<file path="config.mk">
export PLATFORM = sky130hd
export DESIGN_NAME = backplane_channel_test_config
export DESIGN_NICKNAME = d
export VERILOG_FILES = /design/src/rtl/bp_test_cfg_pkg.sv /design/src/rtl/backplane_channel_test_config.sv
export VERILOG_INCLUDE_DIRS = /design/src /design/src/rtl
export SDC_FILE = /design/constraint.sdc
export NUM_CORES = 1
export LEC_CHECK = 0
export ABC_AREA = 1
export ABC_CLOCK_PERIOD_IN_PS = 3800
export BUFFER_PORTS_ARGS = -buffer_cell sky130_fd_sc_hd__buf_4
export CAP_MARGIN = 30
export CORE_MARGIN = 8
export CORE_UTILIZATION = 35
export CTS_BUF_LIST = sky130_fd_sc_hd__clkbuf_4 sky130_fd_sc_hd__clkbuf_8
export CTS_CLUSTER_DIAMETER = 30
export DETAILED_ROUTE_END_ITERATION = 12
export RECOVER_POWER = 25
export SKIP_LAST_GASP = 1
export SYNTH_ARGS = -nofsm -noshare
export SYNTH_HDL_FRONTEND = slang
export SYNTH_SLANG_ARGS = --single-unit
</file>
<file path="constraint.sdc">
create_clock -name ref_clk -period 3.8 [get_ports ref_clk]
set_input_delay 0.38 -clock ref_clk [delete_from_list [all_inputs] [get_ports ref_clk]]
set_output_delay 0.38 -clock ref_clk [all_outputs]
set_load 0.02 [all_outputs]
</file>
<file path="src/rtl/bp_test_cfg_consts.svh">
// register indices, field positions, reset values of the channel test configuration bank
`ifndef BP_TEST_CFG_CONSTS_SVH
`define BP_TEST_CFG_CONSTS_SVH

// register indices; byte address on the bus is four times the index
`define IDX_OUT_MUX 18'h30009
`define IDX_MIN_THR 18'h3000A
`define IDX_MAX_THR 18'h3000B
`define IDX_TEST_CTL 18'h3000C
`define IDX_FIRST_INJ 18'h3000D
`define IDX_SECOND_INJ 18'h3000E
`define IDX_PAR_MASK 18'h3000F
`define IDX_INJ_CMD 18'h30100
`define IDX_ALARM_EN 18'h30101
`define IDX_ALIGN_FLAG 18'h30102
`define IDX_INT_MASK 18'h30103
`define IDX_PAR_FLAG 18'h30104
`define IDX_ALARM_RAW 18'h30105

// field positions
`define BIT_MUX_B01 6
`define BIT_MUX_B23 7
`define BIT_LOOP 4
`define BIT_PAR_EVEN 5
`define BIT_SCRAMBLE 6

// reset values
`define RST_OUT_MUX 8'hFF
`define RST_MIN_THR 5'h02
`define RST_MAX_THR 5'h0F
`define RST_TEST_CTL 8'h60
`define RST_INJ 8'h00
`define RST_SCR_SEED 7'h7F

`endif

</file>
<file path="src/rtl/bp_test_cfg_pkg.sv">
// types shared by the channel test configuration bank
package bp_test_cfg_pkg;
   typedef logic [7:0] byte_t;
   typedef logic [7:0] chan_mask_t;
   typedef logic [4:0] fifo_level_t;
   typedef logic [3:0] burst_cnt_t;
   typedef logic [6:0] scr_state_t;
endpackage

</file>
<file path="src/rtl/backplane_channel_test_config.sv">
// channel test configuration registers with their datapath effects
//
// Chosen here: the Wishbone slave port.
`timescale 1ns/1ps
`include "bp_test_cfg_consts.svh"
// Functional notes
// - B0 output takes B1 data when select 0
// - B2 output takes B3 data when select 0
// - per channel alarm on alignment threshold violation
// - one minimum threshold, range 1 to 23
// - enabled alarm latches per channel error flag
// - five bit maximum threshold, range 0 to 22
// - inject command replaces both framing bytes
// - four bit count of consecutive corrupted frames
// - loopback sends framed receive data to transmit
// - scramble enable gates descrambler and scrambler
// - programmable substitute for first framing byte
// - programmable substitute for second framing byte
// - mask inverts parity byte bits on transmit
module backplane_channel_test_config
   import bp_test_cfg_pkg::*;
(
   input wire logic ref_clk,
   input wire logic sys_rst,
   // classic wishbone slave
   input wire logic wb_cyc_i,
   input wire logic wb_stb_i,
   input wire logic wb_we_i,
   input wire logic [19:0] wb_adr_i,
   input wire logic [3:0] wb_sel_i,
   input wire logic [31:0] wb_dat_i,
   output logic [31:0] wb_dat_o,
   output logic wb_ack_o,
   output logic irqOut,
   // receive side, after deserialization and framing
   input wire logic [63:0] rxFramedBus,
   input wire logic rxFrameStart,
   input wire logic [39:0] alignFifoLevel,
   // programmable logic parallel buses
   input wire logic [63:0] parallelChannelInBus,
   input wire logic [7:0] parallelChannelInParity,
   output logic [63:0] parallelChannelOutBus,
   output logic [7:0] parallelChannelOutParity,
   // transmit side, towards the serializer
   input wire logic txFrameStart,
   input wire logic txPosFirstFraming,
   input wire logic txPosSecondFraming,
   input wire logic txPosParityByte,
   output logic [63:0] serTxBus,
   output logic [7:0] alignAlarm,
   output logic [7:0] parityError
);

   // ----------------------------------------------------------------
   // register storage
   // ----------------------------------------------------------------
   byte_t outMux_r;
   fifo_level_t minThr_r;
   logic [2:0] minSpare_r;
   fifo_level_t maxThr_r;
   logic [2:0] maxSpare_r;
   byte_t testCtl_r;
   byte_t firstInj_r;
   byte_t secondInj_r;
   byte_t parMask_r;
   chan_mask_t alarmEn_r;
   chan_mask_t alignFlag_r;
   chan_mask_t intMask_r;
   chan_mask_t parFlag_r;
   chan_mask_t injPend_r;
   chan_mask_t injBusy;
   chan_mask_t alarmRaw;
   chan_mask_t parErrNow;
   logic ack_r;
   logic [31:0] rdData_r;
   logic [31:0] rdData_nxt;
   logic irq_r;

   logic busReq;
   logic wrStb;
   logic rdStb;
   logic [17:0] regIdx;
   logic loopEn;
   logic parEven;
   logic scrEn;
   burst_cnt_t burstCount;

   assign busReq = wb_cyc_i & wb_stb_i & ~ack_r;
   assign regIdx = wb_adr_i[19:2];
   // only the low byte lane carries register data
   assign wrStb = busReq & wb_we_i & wb_sel_i[0];
   assign rdStb = busReq & ~wb_we_i;
   assign loopEn = testCtl_r[`BIT_LOOP];
   assign parEven = testCtl_r[`BIT_PAR_EVEN];
   assign scrEn = testCtl_r[`BIT_SCRAMBLE];
   assign burstCount = testCtl_r[3:0];

   // ----------------------------------------------------------------
   // bus handshake: one wait cycle, ack for exactly one cycle
   // ----------------------------------------------------------------
   always_ff @(posedge ref_clk) begin
      if (sys_rst) begin
         ack_r <= 1'b0;
      end else begin
         ack_r <= busReq;
      end
   end

   always_ff @(posedge ref_clk) begin
      if (sys_rst) begin
         rdData_r <= 32'h0000_0000;
      end else if (rdStb) begin
         rdData_r <= rdData_nxt;
      end
   end

   assign wb_ack_o = ack_r;
   assign wb_dat_o = rdData_r;

   // ----------------------------------------------------------------
   // plain configuration registers
   // ----------------------------------------------------------------
   always_ff @(posedge ref_clk) begin
      if (sys_rst) begin
         outMux_r <= `RST_OUT_MUX;
      end else if (wrStb && regIdx == `IDX_OUT_MUX) begin
         outMux_r <= wb_dat_i[7:0];
      end
   end

   // both thresholds are stored as written; software keeps them in range
   always_ff @(posedge ref_clk) begin
      if (sys_rst) begin
         minThr_r <= `RST_MIN_THR;
         minSpare_r <= 3'h0;
      end else if (wrStb && regIdx == `IDX_MIN_THR) begin
         minThr_r <= wb_dat_i[4:0];
         minSpare_r <= 3'h0;
      end
   end

   always_ff @(posedge ref_clk) begin
      if (sys_rst) begin
         maxThr_r <= `RST_MAX_THR;
         maxSpare_r <= 3'h0;
      end else if (wrStb && regIdx == `IDX_MAX_THR) begin
         maxThr_r <= wb_dat_i[4:0];
         maxSpare_r <= 3'h0;
      end
   end

   always_ff @(posedge ref_clk) begin
      if (sys_rst) begin
         testCtl_r <= `RST_TEST_CTL;
      end else if (wrStb && regIdx == `IDX_TEST_CTL) begin
         testCtl_r <= {1'b0, wb_dat_i[6:0]};
      end
   end

   always_ff @(posedge ref_clk) begin
      if (sys_rst) begin
         firstInj_r <= `RST_INJ;
         secondInj_r <= `RST_INJ;
         parMask_r <= `RST_INJ;
      end else if (wrStb) begin
         if (regIdx == `IDX_FIRST_INJ) begin
            firstInj_r <= wb_dat_i[7:0];
         end
         if (regIdx == `IDX_SECOND_INJ) begin
            secondInj_r <= wb_dat_i[7:0];
         end
         if (regIdx == `IDX_PAR_MASK) begin
            parMask_r <= wb_dat_i[7:0];
         end
      end
   end

   always_ff @(posedge ref_clk) begin
      if (sys_rst) begin
         alarmEn_r <= 8'h00;
         intMask_r <= 8'h00;
      end else if (wrStb) begin
         if (regIdx == `IDX_ALARM_EN) begin
            alarmEn_r <= wb_dat_i[7:0];
         end
         if (regIdx == `IDX_INT_MASK) begin
            intMask_r <= wb_dat_i[7:0];
         end
      end
   end

   // ----------------------------------------------------------------
   // sticky flags: a read clears, a new event in the same cycle wins
   // ----------------------------------------------------------------
   always_ff @(posedge ref_clk) begin
      if (sys_rst) begin
         alignFlag_r <= 8'h00;
      end else if (rdStb && regIdx == `IDX_ALIGN_FLAG) begin
         alignFlag_r <= alarmRaw & alarmEn_r;
      end else begin
         alignFlag_r <= alignFlag_r | (alarmRaw & alarmEn_r);
      end
   end

   always_ff @(posedge ref_clk) begin
      if (sys_rst) begin
         parFlag_r <= 8'h00;
      end else if (rdStb && regIdx == `IDX_PAR_FLAG) begin
         parFlag_r <= parErrNow;
      end else begin
         parFlag_r <= parFlag_r | parErrNow;
      end
   end

   always_ff @(posedge ref_clk) begin
      if (sys_rst) begin
         irq_r <= 1'b0;
      end else begin
         irq_r <= |(alignFlag_r & intMask_r);
      end
   end

   assign irqOut = irq_r;

   // ----------------------------------------------------------------
   // read multiplexer
   // ----------------------------------------------------------------
   always_comb begin
      rdData_nxt = 32'h0000_0000;
      case (regIdx)
         `IDX_OUT_MUX: rdData_nxt[7:0] = outMux_r;
         `IDX_MIN_THR: rdData_nxt[7:0] = {minSpare_r, minThr_r};
         `IDX_MAX_THR: rdData_nxt[7:0] = {maxSpare_r, maxThr_r};
         `IDX_TEST_CTL: rdData_nxt[7:0] = testCtl_r;
         `IDX_FIRST_INJ: rdData_nxt[7:0] = firstInj_r;
         `IDX_SECOND_INJ: rdData_nxt[7:0] = secondInj_r;
         `IDX_PAR_MASK: rdData_nxt[7:0] = parMask_r;
         `IDX_INJ_CMD: rdData_nxt[7:0] = injPend_r | injBusy;
         `IDX_ALARM_EN: rdData_nxt[7:0] = alarmEn_r;
         `IDX_ALIGN_FLAG: rdData_nxt[7:0] = alignFlag_r;
         `IDX_INT_MASK: rdData_nxt[7:0] = intMask_r;
         `IDX_PAR_FLAG: rdData_nxt[7:0] = parFlag_r;
         `IDX_ALARM_RAW: rdData_nxt[7:0] = alarmRaw;
         default: rdData_nxt = 32'h0000_0000;
      endcase
   end

   // ----------------------------------------------------------------
   // scrambler keystreams, frame synchronous, one byte per clock
   // ----------------------------------------------------------------
   function automatic logic [14:0] scr_step(input scr_state_t s);
      scr_state_t st;
      byte_t ks;
      st = s;
      ks = 8'h00;
      for (int b = 7; b >= 0; b--) begin
         ks[b] = st[6];
         st = {st[5:0], st[6] ^ st[5]};
      end
      return {st, ks};
   endfunction

   scr_state_t txScr_r;
   scr_state_t rxScr_r;
   logic [14:0] txStep;
   logic [14:0] rxStep;
   byte_t txKey;
   byte_t rxKey;

   assign txStep = scr_step(txFrameStart ? `RST_SCR_SEED : txScr_r);
   assign rxStep = scr_step(rxFrameStart ? `RST_SCR_SEED : rxScr_r);
   assign txKey = scrEn ? txStep[7:0] : 8'h00;
   assign rxKey = scrEn ? rxStep[7:0] : 8'h00;

   always_ff @(posedge ref_clk) begin
      if (sys_rst) begin
         txScr_r <= `RST_SCR_SEED;
         rxScr_r <= `RST_SCR_SEED;
      end else begin
         txScr_r <= txStep[14:8];
         rxScr_r <= rxStep[14:8];
      end
   end

   // ----------------------------------------------------------------
   // per channel datapath
   // ----------------------------------------------------------------
   byte_t rxPlain [8];
   burst_cnt_t remain_r [8];
   logic [63:0] outBus_r;
   logic [7:0] outPar_r;
   logic [63:0] serTx_r;
   chan_mask_t alarm_r;
   chan_mask_t parErr_r;

   genvar ch;
   generate
      for (ch = 0; ch < 8; ch++) begin : g_chan
         fifo_level_t lvl;
         byte_t dinByte;
         byte_t txSrc;
         byte_t txMod;
         logic loadNow;
         burst_cnt_t effRemain;

         assign lvl = alignFifoLevel[ch*5 +: 5];
         assign dinByte = parallelChannelInBus[ch*8 +: 8];
         // descramble after frame recovery
         assign rxPlain[ch] = rxFramedBus[ch*8 +: 8] ^ rxKey;
         // violation of either alignment threshold
         assign alarmRaw[ch] = (lvl < minThr_r) || (lvl > maxThr_r);
         // parallel input byte parity against the selected sense
         assign parErrNow[ch] = (^{dinByte, parallelChannelInParity[ch]}) != ~parEven;

         // a burst is armed by writing 1 and loaded at the next first framing byte
         assign loadNow = txPosFirstFraming & injPend_r[ch];
         assign effRemain = loadNow ? burstCount : remain_r[ch];
         assign injBusy[ch] = remain_r[ch] != 4'h0;

         always_ff @(posedge ref_clk) begin
            if (sys_rst) begin
               injPend_r[ch] <= 1'b0;
            end else if (wrStb && regIdx == `IDX_INJ_CMD && wb_dat_i[ch]) begin
               injPend_r[ch] <= 1'b1;
            end else if (loadNow) begin
               injPend_r[ch] <= 1'b0;
            end
         end

         always_ff @(posedge ref_clk) begin
            if (sys_rst) begin
               remain_r[ch] <= 4'h0;
            end else if (loadNow) begin
               remain_r[ch] <= burstCount;
            end else if (txPosSecondFraming && remain_r[ch] != 4'h0) begin
               remain_r[ch] <= remain_r[ch] - 4'h1;
            end
         end

         // loopback feeds framed receive data to the serializer
         assign txSrc = loopEn ? rxFramedBus[ch*8 +: 8] : dinByte;

         always_comb begin
            txMod = txSrc;
            if (txPosFirstFraming && effRemain != 4'h0) begin
               txMod = firstInj_r;
            end else if (txPosSecondFraming && remain_r[ch] != 4'h0) begin
               txMod = secondInj_r;
            end else if (txPosParityByte) begin
               txMod = txSrc ^ parMask_r;
            end
         end

         always_ff @(posedge ref_clk) begin
            if (sys_rst) begin
               serTx_r[ch*8 +: 8] <= 8'h00;
            end else begin
               serTx_r[ch*8 +: 8] <= txMod ^ txKey;
            end
         end

         always_ff @(posedge ref_clk) begin
            if (sys_rst) begin
               alarm_r[ch] <= 1'b0;
               parErr_r[ch] <= 1'b0;
            end else begin
               alarm_r[ch] <= alarmRaw[ch];
               parErr_r[ch] <= parErrNow[ch];
            end
         end
      end
   endgenerate

   // ----------------------------------------------------------------
   // parallel output mux and output parity
   // ----------------------------------------------------------------
   always_ff @(posedge ref_clk) begin
      if (sys_rst) begin
         outBus_r <= 64'h0000_0000_0000_0000;
      end else begin
         outBus_r[31:0] <= {rxPlain[3], rxPlain[2], rxPlain[1], rxPlain[0]};
         outBus_r[39:32] <= outMux_r[`BIT_MUX_B01] ? rxPlain[4] : rxPlain[5];
         outBus_r[47:40] <= rxPlain[5];
         outBus_r[55:48] <= outMux_r[`BIT_MUX_B23] ? rxPlain[6] : rxPlain[7];
         outBus_r[63:56] <= rxPlain[7];
      end
   end

   logic [63:0] outSel;
   assign outSel = {rxPlain[7], outMux_r[`BIT_MUX_B23] ? rxPlain[6] : rxPlain[7],
                    rxPlain[5], outMux_r[`BIT_MUX_B01] ? rxPlain[4] : rxPlain[5],
                    rxPlain[3], rxPlain[2], rxPlain[1], rxPlain[0]};

   always_ff @(posedge ref_clk) begin
      if (sys_rst) begin
         outPar_r <= 8'h00;
      end else begin
         for (int i = 0; i < 8; i++) begin
            outPar_r[i] <= (^outSel[i*8 +: 8]) ^ ~parEven;
         end
      end
   end

   assign parallelChannelOutBus = outBus_r;
   assign parallelChannelOutParity = outPar_r;
   assign serTxBus = serTx_r;
   assign alignAlarm = alarm_r;
   assign parityError = parErr_r;

endmodule

</file>
==> impl_metrics.ini <==
[logic_synthesis]
yosys.area.top_type = dfxtp_1
synth.distinct_cells = 52
synth_top_cell_area_share_pct = 28.1
synthesis.area_mm2 = 0.0189
ys_seq_area_share_pct = 33.2
synth-seq-cells = 297
synth_ff_type = dfxtp_1
syn_area_per_cell_um2 = 6.95
netlist_top_cells_area = dfxtp_1, nand2_1, o21ai_0
syn_inst = 2716
ys.warnings.count = 0
synthArstFlopShare_pct = 0
synth_edf_count = 32

[routing]
drc_errors = 0
antenna_left = 0
avgRoutedWirePerCell_um = 20.0
vias = 19561
vias_per_cell = 5.04
dr.pass1.iters = 8
drtIter0Drc = 2062
drt-total-wl_um = 77800

[die]
rows = 85
fp.dieW_um = 248
io_pins = 428
fp.dieArea_mm2 = 0.0616
start_util_pct = 35.2
die_h_um = 248
core_area_mm2 = 0.0536

[finish]
final_design_area_no_fill_mm2 = 0.0242
num-nets-final = 3439
n_fill_cell = 5599
fin_cells = 3885
final_core_utilization_pct = 45.2
drive_gt1_share_pct = 16.1
final_cell_mix = nand2_1, o21ai_0, buf_4
syn_to_final_growth_pct = 28.3
layout_commonest_cell = nand2_1

[clock_tree]
clk_latency_ps = 710
cts-resized-gates = 0
numCtsBuffers = 86
path_clk_slew_ps = 60
cts_tree = yes
cts-root-buf = clkbuf_8
cts_sinks = 297
cts_htree_levels = 3
cts.path.max_buffers = 3

[placement]
dpl.hpwl_um = 60100
portBuffers = 374
routabilityCongestion = 0.971
dp_slack_ps = 1180
placed_area_mm2 = 0.0220
dp.cells = 3687

[power]
seqPwrFrac_pct = 31.0
p_total_mw = 11.6
ir_worst_vdd_v = 0.000255
p_clk_share_pct = 47.4
power.switching_mw = 3.75
power_density_mw_per_mm2 = 481
power_frac_comb_pct = 21.6
p_leak_nw = 11.3
internal-power_mw = 7.89
p_sw_share_pct = 32.2

[global_routing]
overflow = 0
grt_pass1_vias = 18140
grt_pass1_wl_um = 112000
grt_max_degree = 78
grt_antenna_before_repair = 5
grt_usage_pct = 24.2

[worst_setup_path]
r2r_cells = 8
path_delay_family = buffers and inverters
cp_num_cells = 10
crit_buf_inv = 4
crit_type = input pin to register
critPathMaxFanout = 14
crit_path_start_kind = input pin
crit_path_frequent_cell = dlygate4sd3_1
cp_slowest_stage_delay_ps = 570
path_cells = dlygate4sd3_1, clkbuf_4, nand2_1, dlygate4sd3_1, nor2_1, nand3_1, clkinv_1, nand4_1, o21ai_0, a21oi_1
required_ps = 4330
arrival_ps = 3350
crit_path_end_kind = register
cp_slowest_cell = nand4_1

[timing]
fin_crit_sh_pct = 74.4
relSlewSlack_pct = -19.6
setup_ws_ps = 974
final_max_slew_viol_count = 78
timing.hold.ws_ps = 44.8
worst_pin_slew_ps = 1790
finalSetupTns_ps = 0
fin_skew_ps = 52.0
fmax_mhz = 354
rsz0062_at_grt = no
final.min_clock_period_ps = 2830
setup_viol = 0
finalHoldViolations = 0

[run]
maxCapViolCount = 1

[status]
outcome = complete, but fails checks
violations = capacitance limit, slew limit

[hold_path]
hold-path-cell-count = 3
min_path_type = input pin to register
[final timing paths]
| kind | from | endpoint | slack (ps) |
|---|---|---|---|
| max | wb_stb_i | testCtl_r[4] | 970 |
| min | rxFramedBus[11] | parallelChannelOutBus[11] | 40 |
| max reg2reg | testCtl_r[4] | serTxBus[43] | 1270 |
| min reg2reg | txScr_r[0] | txScr_r[2] | 440 |
[tightest hold or removal path, delay by kind of cell]
family                 cells  cell delay [ps]
buffers and inverters      1               90
AND/OR/NAND/NOR            1              110
XOR/XNOR                   1               80
[logic make-up after synthesis]
family	share of synthesized area (%)
flops	33.2
xor+xnor	10.7
buf+inv	9.70
other cells	0.0199
fa+ha+maj	5.30
simple gates	25.3
compound gates	15.8
[layer usage]
| layer | share of wire [%] | vias to the layer above | track usage [%] | wire length (um) |
|---|---|---|---|---|
| met3 | 9.7 | 141 | 5.84 | 7560 |
| met5 | 0.037 | - | 0 | 29 |
| li1 | - | 9663 | - | - |
| met4 | 2.8 | 6 | 8.09 | 2160 |
| met2 | 44 | 945 | 37.4 | 34400 |
| met1 | 43 | 8806 | 32.9 | 33600 |
[area by class of cell]
| cell class | count | area [um^2] | area share (%) |
|---|---|---|---|
| inverters | 276 | 1040 | 4.30 |
| repair buffers | 434 | 3010 | 12.4 |
| flip-flops and latches | 297 | 6270 | 25.9 |
| clock buffers | 110 | 1450 | 5.97 |
| well taps | 696 | 871 | 3.60 |
| multi-input cells | 2022 | 10900 | 44.8 |
| diodes | 2 | 5.00 | 0.0207 |
| clock inverters | 48 | 713 | 2.95 |
[cells in the mapped netlist, types with 9 or more instances]
| cell | n |
|---|---|
| nand2_1 | 671 |
| o21ai_0 | 308 |
| dfxtp_1 | 265 |
| inv_1 | 260 |
| nor2_1 | 222 |
| a21oi_1 | 169 |
| xor2_1 | 153 |
| nand3_1 | 112 |
| ha_1 | 80 |
| nand4_1 | 73 |
| xnor2_1 | 62 |
| clkbuf_1 | 54 |
| buf_2 | 37 |
| buf_4 | 34 |
| edfxtp_1 | 32 |
| o21ai_1 | 28 |
| nor3_1 | 17 |
| o211ai_1 | 14 |
| o22ai_1 | 14 |
| buf_1 | 9 |
[power by group through the flow]
| stage | registers [mW] | clock network [mW] | logic, mW |
|---|---|---|---|
| global route | 3.63 | 5.76 | 2.74 |
| floorplan | 3.88 | 0 | 1.24 |
| detailed placement | 3.67 | 0 | 2.54 |
| CTS | 3.61 | 5.59 | 2.58 |
| global placement | 3.67 | 0 | 2.53 |
| finish | 3.61 | 5.51 | 2.51 |
[what timing repair did]
action / in CTS / in global routing
setup buffers: 0 / 0
hold buffers: 37 / 0
endpoints found under the hold margin: 40 / 0
(Power assumes the default switching activity.)
